--- config.mk ---
export PLATFORM = sky130hd
export DESIGN_NAME = dcai_ctrl
export DESIGN_NICKNAME = d
export VERILOG_FILES = /design/src/logic/dcai_pkg.sv /design/src/logic/dcai_ctrl.sv
export SDC_FILE = /design/constraint.sdc
export NUM_CORES = 1
export LEC_CHECK = 0
export ABC_AREA = 1
export BUFFER_PORTS_ARGS = -buffer_cell sky130_fd_sc_hd__buf_4
export CAP_MARGIN = 40
export CORE_MARGIN = 2
export CORE_UTILIZATION = 59
export DETAILED_ROUTE_END_ITERATION = 12
export HOLD_SLACK_MARGIN = 0.02
export PLACE_DENSITY = 0.89
export SYNTH_ARGS = -nofsm -noshare
export SYNTH_HDL_FRONTEND = slang
export SYNTH_SLANG_ARGS = --single-unit
--- constraint.sdc ---
create_clock -name sys_clk_i -period 4 [get_ports sys_clk_i]
set_input_delay 0.4 -clock sys_clk_i [delete_from_list [all_inputs] [get_ports sys_clk_i]]
set_output_delay 0.4 -clock sys_clk_i [all_outputs]
set_load 0.01 [all_outputs]
--- src/logic/dcai_pkg.sv ---
`default_nettype none
package dcai_pkg;
   // clock period in picoseconds (10 MHz)
   localparam int unsigned CLK_PERIOD_PS = 100000;
   // least and most times, in the unit each name ends with
   localparam int unsigned T_INIT_US     = 200;
   localparam int unsigned T_RC_NS       = 130;
   localparam int unsigned T_RAS_MIN_NS  = 70;
   localparam int unsigned T_RAS_MAX_NS  = 10000;
   localparam int unsigned T_RP_NS       = 50;
   localparam int unsigned T_CAS_NS      = 21;
   localparam int unsigned ROW_TO_COLUMN_STROBE_DELAY_MIN_NS  = 18;
   localparam int unsigned ROW_TO_COLUMN_STROBE_DELAY_MAX_NS  = 45;
   localparam int unsigned T_PC_NS       = 45;
   localparam int unsigned T_CP_NS       = 10;
   localparam int unsigned T_CPRH_NS     = 45;
   localparam int unsigned T_CSR_NS      = 15;
   localparam int unsigned T_CHR_NS      = 18;
   localparam int unsigned T_REF_MS      = 256;
   localparam int unsigned REF_ROWS      = 4096;
   localparam int unsigned INIT_REFRESHES = 8;
   // least times round up, longest round down, never below one cycle
   function automatic int unsigned dcai_up(input int unsigned ns);
      int unsigned c;
      c = (ns * 1000 + CLK_PERIOD_PS - 1) / CLK_PERIOD_PS;
      return (c < 1) ? 1 : c;
   endfunction : dcai_up
   function automatic int unsigned dcai_dn(input int unsigned ns);
      int unsigned c;
      c = (ns * 1000) / CLK_PERIOD_PS;
      return (c < 1) ? 1 : c;
   endfunction : dcai_dn
   localparam int unsigned CYC_INIT   = T_INIT_US * 10;
   localparam int unsigned CYC_RCD    = dcai_up(ROW_TO_COLUMN_STROBE_DELAY_MIN_NS);
   localparam int unsigned CYC_RCD_MX = dcai_dn(ROW_TO_COLUMN_STROBE_DELAY_MAX_NS);
   localparam int unsigned CYC_CAS    = dcai_up(T_CAS_NS);
   localparam int unsigned CYC_CP     = dcai_up(T_CP_NS);
   localparam int unsigned CYC_CPRH   = dcai_up(T_CPRH_NS);
   localparam int unsigned CYC_RAS    = dcai_up(T_RAS_MIN_NS);
   localparam int unsigned CYC_RAS_MX = dcai_dn(T_RAS_MAX_NS);
   localparam int unsigned CYC_RP     = dcai_up(T_RP_NS);
   localparam int unsigned CYC_CSR    = dcai_up(T_CSR_NS);
   localparam int unsigned CYC_CHR    = dcai_up(T_CHR_NS);
   // page beat budget: column, precharge, row hold and one spare
   localparam int unsigned CYC_PC_GUARD = CYC_CAS + CYC_CP + CYC_CPRH + 1;
   // refresh interval: 256 ms / 4096 rows = 62.5 us, rounded down
   localparam int unsigned CYC_REFI   =
      (T_REF_MS * 10000) / REF_ROWS;
   // access kinds
   typedef enum logic [1:0] {
      DCAI_OP_READ  = 2'h0,
      DCAI_OP_WRITE = 2'h1
   } dcai_op_type;
   // controller states, gray along the access path
   typedef enum logic [3:0] {
      DCAI_ST_INIT   = 4'h0,
      DCAI_ST_IDLE   = 4'h1,
      DCAI_ST_ROW    = 4'h3,
      DCAI_ST_COL    = 4'h2,
      DCAI_ST_CPRE   = 4'h6,
      DCAI_ST_RHOLD  = 4'h7,
      DCAI_ST_PRE    = 4'h5,
      DCAI_ST_RFCS   = 4'h4,
      DCAI_ST_RFRAS  = 4'hc,
      DCAI_ST_RFROW  = 4'hd
   } dcai_state_type;
endpackage : dcai_pkg
`default_nettype wire

--- src/logic/dcai_ctrl.sv ---
`timescale 1ns/1ps
`default_nettype none
module dcai_ctrl #(
   parameter int unsigned ROW_W     = 12,
   parameter int unsigned COL_W     = 10,
   parameter int unsigned DATA_W    = 32,
   parameter int unsigned BANKS     = 4,
   parameter int unsigned INIT_CYC  = dcai_pkg::CYC_INIT,
   parameter int unsigned REFI_CYC  = dcai_pkg::CYC_REFI,
   parameter bit          USE_CBR   = 1'b1
) (
   // clock and reset
   input  wire logic                sys_clk_i,
   input  wire logic                srst_i,
   // user request
   input  wire logic                req_valid_i,
   output logic                     req_ready_o,
   input  wire logic                req_write_i,
   input  wire logic                req_last_i,
   input  wire logic [1:0]          req_bank_i,
   input  wire logic [ROW_W-1:0]    req_row_i,
   input  wire logic [COL_W-1:0]    req_col_i,
   input  wire logic [DATA_W-1:0]   req_wdata_i,
   input  wire logic [3:0]          req_lanes_i,
   // user answer
   output logic                     rd_valid_o,
   output logic [DATA_W-1:0]        rd_data_o,
   output logic                     init_done_o,
   output logic [7:0]               card_config_o,
   // card pins
   output logic [BANKS-1:0]         row_strobe_n_o,
   output logic [3:0]               column_strobe_n_o,
   output logic                     write_n_o,
   output logic [ROW_W-1:0]         addr_o,
   input  wire logic [DATA_W-1:0]   data_lines_i,
   output logic [DATA_W-1:0]        data_lines_o,
   output logic                     data_lines_oe_o,
   input  wire logic [7:0]          card_config_straps_i
);
   import dcai_pkg::*;

   // whole state in one record, apart from the two-stage input synchronisers
   typedef struct packed {
      dcai_state_type       st;
      logic [15:0]          tmr;    // phase timer
      logic [15:0]          ras;    // row strobe low time
      logic [15:0]          refi;   // refresh interval
      logic [3:0]           ninit;
      logic                 ref_due;
      logic                 done;
      logic                 wr;
      logic                 last;
      logic [BANKS-1:0]     rsn;
      logic [3:0]           csn;
      logic                 wn;
      logic [ROW_W-1:0]     addr;
      logic [ROW_W-1:0]     rrow;   // refresh row counter
      logic [DATA_W-1:0]    dout;
      logic                 oe;
      logic [3:0]           lanes;
      logic                 rdv;
      logic [DATA_W-1:0]    rdat;
      logic [7:0]           cfg;
   } dcai_regs_type;

   dcai_regs_type r;
   dcai_regs_type next_r;
   logic [DATA_W-1:0] din_s1;
   logic [DATA_W-1:0] din_s2;
   logic [7:0]        cfg_s1;
   logic [7:0]        cfg_s2;

   // pin inputs pass two flip-flops
   always_ff @(posedge sys_clk_i) begin
      din_s1 <= data_lines_i;
      din_s2 <= din_s1;
      cfg_s1 <= card_config_straps_i;
      cfg_s2 <= cfg_s1;
   end

   // the controller is ready only in idle with no refresh pending
   assign req_ready_o = (r.st == DCAI_ST_IDLE) && !r.ref_due &&
                        (r.tmr == 16'h0000);

   // next-state logic
   always_comb begin
      next_r = r;
      next_r.rdv = 1'b0;
      next_r.cfg = cfg_s2;
      if (r.tmr != 16'h0000) begin
         next_r.tmr = r.tmr - 16'h0001;
      end
      if (r.rsn != {BANKS{1'b1}}) begin
         next_r.ras = r.ras + 16'h0001;
      end else begin
         next_r.ras = 16'h0000;
      end
      // distributed refresh pacing
      if (r.done) begin
         if (r.refi == 16'h0000) begin
            next_r.refi = 16'(REFI_CYC - 1);
            next_r.ref_due = 1'b1;
         end else begin
            next_r.refi = r.refi - 16'h0001;
         end
      end
      case (r.st)
         DCAI_ST_INIT: begin
            // power-up pause then burst of refreshes
            if (r.tmr == 16'h0000) begin
               next_r.ref_due = 1'b1;
               next_r.st = DCAI_ST_IDLE;
            end
         end
         DCAI_ST_IDLE: begin
            if (r.tmr == 16'h0000 && r.ref_due) begin
               if (USE_CBR) begin
                  // column first, write select high
                  next_r.csn = 4'h0;
                  next_r.wn = 1'b1;
                  next_r.tmr = 16'(CYC_CSR);
                  next_r.st = DCAI_ST_RFCS;
               end else begin
                  // row-only refresh with external row
                  next_r.addr = r.rrow;
                  next_r.rsn = {BANKS{1'b0}};
                  next_r.tmr = 16'(CYC_RAS);
                  next_r.st = DCAI_ST_RFROW;
               end
            end else if (req_valid_i && req_ready_o) begin
               // row address first, one bank only
               next_r.addr = req_row_i;
               next_r.rsn = ~(BANKS'(1) << req_bank_i);
               next_r.wr = req_write_i;
               next_r.last = req_last_i;
               next_r.lanes = req_lanes_i;
               next_r.wn = ~req_write_i;
               next_r.dout = req_wdata_i;
               next_r.tmr = 16'(CYC_RCD);
               next_r.st = DCAI_ST_ROW;
            end
         end
         DCAI_ST_ROW: begin
            // column address and strobe after row delay
            next_r.addr = ROW_W'(req_col_i);
            if (r.tmr == 16'h0000) begin
               next_r.csn = ~r.lanes;
               next_r.oe = r.wr;
               next_r.tmr = 16'(CYC_CAS);
               next_r.st = DCAI_ST_COL;
            end
         end
         DCAI_ST_COL: begin
            if (r.tmr == 16'h0000) begin
               // column strobe width met
               next_r.csn = 4'hf;
               next_r.oe = 1'b0;
               next_r.tmr = 16'(CYC_CP);
               next_r.st = DCAI_ST_CPRE;
            end
         end
         DCAI_ST_CPRE: begin
            // synced read data lags the pins by the two sync stages
            if (!r.wr && r.tmr == 16'(CYC_CP)) begin
               next_r.rdv = 1'b1;
               next_r.rdat = din_s2;
            end
            if (r.tmr == 16'h0000) begin
               if (!r.last && req_valid_i &&
                   r.ras < 16'(CYC_RAS_MX - CYC_PC_GUARD)) begin
                  // next page column
                  next_r.addr = ROW_W'(req_col_i);
                  next_r.dout = req_wdata_i;
                  next_r.last = req_last_i;
                  next_r.lanes = req_lanes_i;
                  next_r.csn = ~req_lanes_i;
                  next_r.oe = r.wr;
                  next_r.tmr = 16'(CYC_CAS);
                  next_r.st = DCAI_ST_COL;
               end else begin
                  next_r.tmr = 16'(CYC_CPRH);
                  next_r.st = DCAI_ST_RHOLD;
               end
            end
         end
         DCAI_ST_RHOLD: begin
            // row stays low after last column precharge
            if (r.tmr == 16'h0000 && r.ras >= 16'(CYC_RAS)) begin
               next_r.rsn = {BANKS{1'b1}};
               next_r.wn = 1'b1;
               next_r.tmr = 16'(CYC_RP);
               next_r.st = DCAI_ST_PRE;
            end
         end
         DCAI_ST_PRE: begin
            if (r.tmr == 16'h0000) begin
               next_r.st = DCAI_ST_IDLE;
            end
         end
         DCAI_ST_RFCS: begin
            if (r.tmr == 16'h0000) begin
               next_r.rsn = {BANKS{1'b0}};
               next_r.tmr = 16'(CYC_CHR);
               next_r.st = DCAI_ST_RFRAS;
            end
         end
         DCAI_ST_RFRAS: begin
            if (r.tmr == 16'h0000) begin
               next_r.csn = 4'hf;
               next_r.tmr = 16'(CYC_RAS - CYC_CHR);
               next_r.st = DCAI_ST_RFROW;
            end
         end
         DCAI_ST_RFROW: begin
            // finish a refresh cycle and count it
            if (r.tmr == 16'h0000) begin
               next_r.rsn = {BANKS{1'b1}};
               next_r.csn = 4'hf;
               next_r.rrow = r.rrow + ROW_W'(1);
               next_r.tmr = 16'(CYC_RP);
               next_r.st = DCAI_ST_PRE;
               if (!r.done) begin
                  next_r.ninit = r.ninit + 4'h1;
                  if (r.ninit == 4'(INIT_REFRESHES - 1)) begin
                     next_r.done = 1'b1;
                     next_r.ref_due = 1'b0;
                     next_r.refi = 16'(REFI_CYC - 1);
                  end
               end else begin
                  next_r.ref_due = 1'b0;
               end
            end
         end
         default: begin
            next_r.st = DCAI_ST_IDLE;
         end
      endcase
      if (r.done && r.refi == 16'h0000) begin
         next_r.ref_due = 1'b1; // set wins over clear
      end
   end

   // state register
   always_ff @(posedge sys_clk_i) begin
      if (srst_i) begin
         r       <= '0;
         r.st    <= DCAI_ST_INIT;
         r.tmr   <= 16'(INIT_CYC);
         r.rsn   <= {BANKS{1'b1}};
         r.csn   <= 4'hf;
         r.wn    <= 1'b1;
      end else begin
         r <= next_r;
      end
   end

   // pin and user outputs from flip-flops
   assign row_strobe_n_o    = r.rsn;
   assign column_strobe_n_o = r.csn;
   assign write_n_o         = r.wn;
   assign addr_o            = r.addr;
   assign data_lines_o      = r.dout;
   assign data_lines_oe_o   = r.oe;
   assign rd_valid_o        = r.rdv;
   assign rd_data_o         = r.rdat;
   assign init_done_o       = r.done;
   assign card_config_o     = r.cfg;

   // assertions
   ras_width_a: assert property (
      @(posedge sys_clk_i) disable iff (srst_i)
      $rose(&r.rsn) && $past(r.st) != DCAI_ST_INIT
      |-> $past(r.ras) >= 16'(CYC_RAS))
      else $error("row strobe low too short");
   precharge_a: assert property (
      @(posedge sys_clk_i) disable iff (srst_i)
      $rose(&r.rsn) |-> (&r.rsn) [*2])
      else $error("row precharge too short");
   ras_max_a: assert property (
      @(posedge sys_clk_i) disable iff (srst_i)
      r.ras <= 16'(CYC_RAS_MX))
      else $error("row strobe low too long");
   one_bank_a: assert property (
      @(posedge sys_clk_i) disable iff (srst_i)
      r.st == DCAI_ST_COL |-> $onehot(~r.rsn))
      else $error("more than one bank active");
   rd_wsel_a: assert property (
      @(posedge sys_clk_i) disable iff (srst_i)
      $rose(|(~r.csn)) && !r.wr |-> $past(r.wn))
      else $error("write select low as read column fell");
   wsel_rd_a: assert property (
      @(posedge sys_clk_i) disable iff (srst_i)
      (r.st == DCAI_ST_COL && !r.wr) |-> r.wn)
      else $error("write select low during read");
   wsel_wr_a: assert property (
      @(posedge sys_clk_i) disable iff (srst_i)
      (r.st == DCAI_ST_COL && r.wr) |-> !r.wn && r.oe)
      else $error("write select high during write");
   init_wait_a: assert property (
      @(posedge sys_clk_i) disable iff (srst_i)
      !r.done |-> !(r.st == DCAI_ST_ROW))
      else $error("access before init done");
   cbr_hold_a: assert property (
      @(posedge sys_clk_i) disable iff (srst_i)
      $fell(&r.rsn) && r.st == DCAI_ST_RFRAS
      |-> (r.csn == 4'h0) [*2])
      else $error("column strobe not held in refresh");
   cas_first_a: assert property (
      @(posedge sys_clk_i) disable iff (srst_i)
      r.st == DCAI_ST_ROW |-> r.csn == 4'hf)
      else $error("column strobe low before row");
   ras_to_cas_a: assert property (
      @(posedge sys_clk_i) disable iff (srst_i)
      $fell(&r.rsn) && r.st == DCAI_ST_ROW |-> (r.csn == 4'hf) [*2])
      else $error("column strobe too soon after row");
   col_hold_a: assert property (
      @(posedge sys_clk_i) disable iff (srst_i)
      r.st == DCAI_ST_RHOLD |-> r.addr == $past(r.addr))
      else $error("column address moved before row rose");

   rd_c: cover property (@(posedge sys_clk_i) rd_valid_o);
   wr_c: cover property (@(posedge sys_clk_i) r.st == DCAI_ST_COL && r.wr);
   page_c: cover property (@(posedge sys_clk_i)
      r.st == DCAI_ST_CPRE ##1 r.st == DCAI_ST_COL);
   ref_c: cover property (@(posedge sys_clk_i) r.st == DCAI_ST_RFRAS);
   rfrow_c: cover property (@(posedge sys_clk_i)
      r.st == DCAI_ST_IDLE ##1 r.st == DCAI_ST_RFROW);
endmodule : dcai_ctrl
`default_nettype wire

==> impl_results.md <==
- Total track usage: 0.249
- Buf+Inv Stages, Crit Path: 2
- Post-route setup slack: 1260 ps
- Vias in the first global route: 7790
- Setup slack at placement: 1340 ps
- Synth area leader: dfxtp_1
- Met3 wire length: 1.17 mm
- DPL Wire Length: 14.3 mm
- Stages on the worst setup path: 13
- Mapped Cells: 1254
- Detail Route met2 WL: 11.4 mm
- Ports: 202
- Endpoints failing setup: 0
- Commonest cells post-synth: dfxtp_1, nand2_1, nor2_1, inv_1, buf_4
- Routed Antenna Nets: 0
- Die W: 132 µm
- End point of the critical path: data_lines_o[21]
- Cell with the most instances after synthesis: dfxtp_1
- Initial antenna violation count: 0
- Die Span Y: 132 µm
- Synth async-reset ratio: 0
- CTS tree: yes
- Die area: 0.0174 mm²
- R2r endpoint: data_lines_o[21]
- WHS Path Cells: 3
- CTS max path bufs: 3
- Switching power: 1.39 mW
- Max Clock Skew: 19.7 ps
- WL/cell: 13.7 µm
- Min Hold Slack: 118 ps
- Post-CTS Setup Bufs: 0
- R2r worst-path depth: 13
- RSZ-0062 raised after global routing: false
- Minimum clock period: 2740 ps
- Final Hold Viols: 0
- Rel. slew slack: 0.416
- Crit Path Class: flop to flop
- Clock power share: 0.403
- Number of I/O port buffers: 201
- Worst setup EP type: flop
- Synth cell types: 39
- First-pass iteration count of the detailed router: 8
- Vias/cell: 4.89
- Share of layout cells above drive strength 1: 0.194
- Via count: 7972
- Nets: 1514
- Mapped Area: 0.00966 mm²
- Crit share post-route: 0.685
- Max incr delay on CP: 420 ps
- Max cap viols: 0
- Slew Viols, Final: 0
- Initial DRC Count: 429
- GR Overflow Total: 0
- Largest net degree at the start of global routing: 88
- Root Buffer: clkbuf_16
- Pint: 4.22 mW
- Fmax achieved: 365 MHz
- Critical path arrival: 3170 ps
- Pwr/cell area: 474 mW/mm²
- Crit Path Max Fanout: 32
- Top sig layer: met4
- Post-synth net total: 1370
- Status: finished clean
- Ys Warns: 0
- Critical-path top delay cell: buf_4
- Switching share of power: 0.248
- Static Leak: 5.75 nW
- Critical Path RT: 4430 ps
- Core region area: 0.0159 mm²
- Ant diodes: 0
- Wire length on met1: 8.86 mm
- Starting Density: 0.606
- Layout Area Growth over Synthesis: 22.7%
- Final TNS setup: 0 ps
- Fin cells: 1630
- Synthesized flop and latch total: 239
- R2R setup slack: 1260 ps
- CP startpoint: r[151]
- DRC Markers: 0
- Fraction of the yosys area taken by sequential cells: 0.495
- Startpoint Class: flop
- Area share of the largest cell type after synthesis: 0.495
- Worst slew pin tran: 870 ps
- Main synth FF type: dfxtp_1
- First-pass GRT wire length: 36.0 mm
- Flop pwr share: 0.467
- Part of the power in combinational logic: 0.129
- Area contributors post-synth: dfxtp_1, nand2_1, nor2_1
- Drt total wl: 22.3 mm
- Core Rows: 46
- Placed Cells: 1548
- Reg-to-reg startpoint: r[151]
- Final Wtd Congestion: 0.911
- H-tree levels: 1
- Worst Hold Class: input pin to flop
- Clock Latency Late Sink: 520 ps
- CTS Buf Count: 24
- CP cell instances: inv_1 > ha_1 > nand2_1 > nor2_1 > nand2_2 > nor2_4 > nand2_4 > nand2_4 > nand3_2 > buf_4 > nand2_1 > nand2_1 > nor2_1
- Most common cell on crit path: nand2_1
- Maximum vdd drop: 0.520 mV
- Synthesized area per cell: 7.70 µm²
- EDFF count, synth: 0
- CTS Sinks: 239
- CP top delay family: simple AND/OR/NAND/NOR gates
- Reg clk slew, reported paths: 60 ps
-- how the worst min path moves through the flow --
stage | startpoint | endpoint | slack, ps
3_5_place_dp | din_s1[28] | din_s2[28] | 310
6_report | req_wdata_i[27] | data_lines_o[27] | 120
2_1_floorplan | cfg_s1[0] | cfg_s2[0] | 310
3_3_place_gp | din_s1[20] | din_s2[20] | 310
5_1_grt | req_wdata_i[27] | data_lines_o[27] | 120
4_1_cts | req_wdata_i[31] | data_lines_o[31] | 100
-- kinds of logic after synthesis --
group / share of synthesized area
AND/OR/NAND/NOR: 0.231
buffers and inverters: 0.161
flip-flops: 0.495
AO/OA/AOI/OAI: 0.0767
XOR/XNOR: 0.0218
adder cells (fa/ha/maj): 0.0142
-- tightest hold or removal path, cell delays in order --
cell and delay (ps):
buf_4 80, nor2_1 30, nor2_1 80
-- metal layers --
layer / global-route usage / vias up
met4: 0.112 / 0
met5: 0 / -
li1: - / 4057
met3: 0.0427 / 69
met1: 0.275 / 3565
met2: 0.467 / 281
-- power by group through the flow --
stage	logic (mW)	registers (mW)	clock network [mW]
2_1_floorplan	0.527	2.65	0
3_3_place_gp	0.663	2.67	0
3_5_place_dp	0.686	2.67	0
4_1_cts	0.727	2.62	2.29
5_1_grt	0.818	2.64	2.38
6_report	0.727	2.62	2.26
-- state kept, by name (all words and copies together) (netlist names), 12 cells and up --
register	cells
din_s2	32
addr_o	12
rd_data_o	32
din_s1	32
data_lines_o	32
r	63
-- metrics by stage --
step / instance area [µm²] / utilization / power [mW]
floorplan: 9660 / - / 3.18
global placement: 10600 / 0.666 / 3.33
detailed placement: 10600 / 0.667 / 3.36
CTS: 11900 / 0.743 / 5.64
global route: 11900 / 0.743 / 5.84
finish: 11900 / 0.743 / 5.61
-- area by class of cell --
cell class                      instances  area [µm²]
Clock buffer                           34         698
Multi-Input combinational cell        705        3330
Sequential cell                       239        4780
Tap cell                              216         270
Timing Repair Buffer                  248        1980
Clock inverter                          8         110
Fill cell                            1140        4090
Inverter                              180         676
-- what timing repair did --
action                                 in CTS  in global routing
hold buffers                               40                  0
endpoints found under the hold margin      40                  0
gates resized for setup                     0                  0
-- cells in the final DEF (no fill, tap or decap), types with 3 or more instances in the layout --
master         instances
inv_2                  3
dfxtp_1              239
clkbuf_8               6
nor3_1                19
nor2_4                 3
nor2_1               202
a31oi_1                3
nand2_1              211
inv_1                177
a21oi_1               64
clkbuf_16             24
clkbuf_1               4
or2_2                  7
nand3_2                3
dlygate4sd3_1         40
nand4_1               14
buf_4                207
nor2_2                 4
o22ai_1                3
xor2_1                17
nand2_4                3
nand3_1               51
xnor2_1                7
o21ai_0               68
ha_1                  11
(Power assumes the default switching activity.)
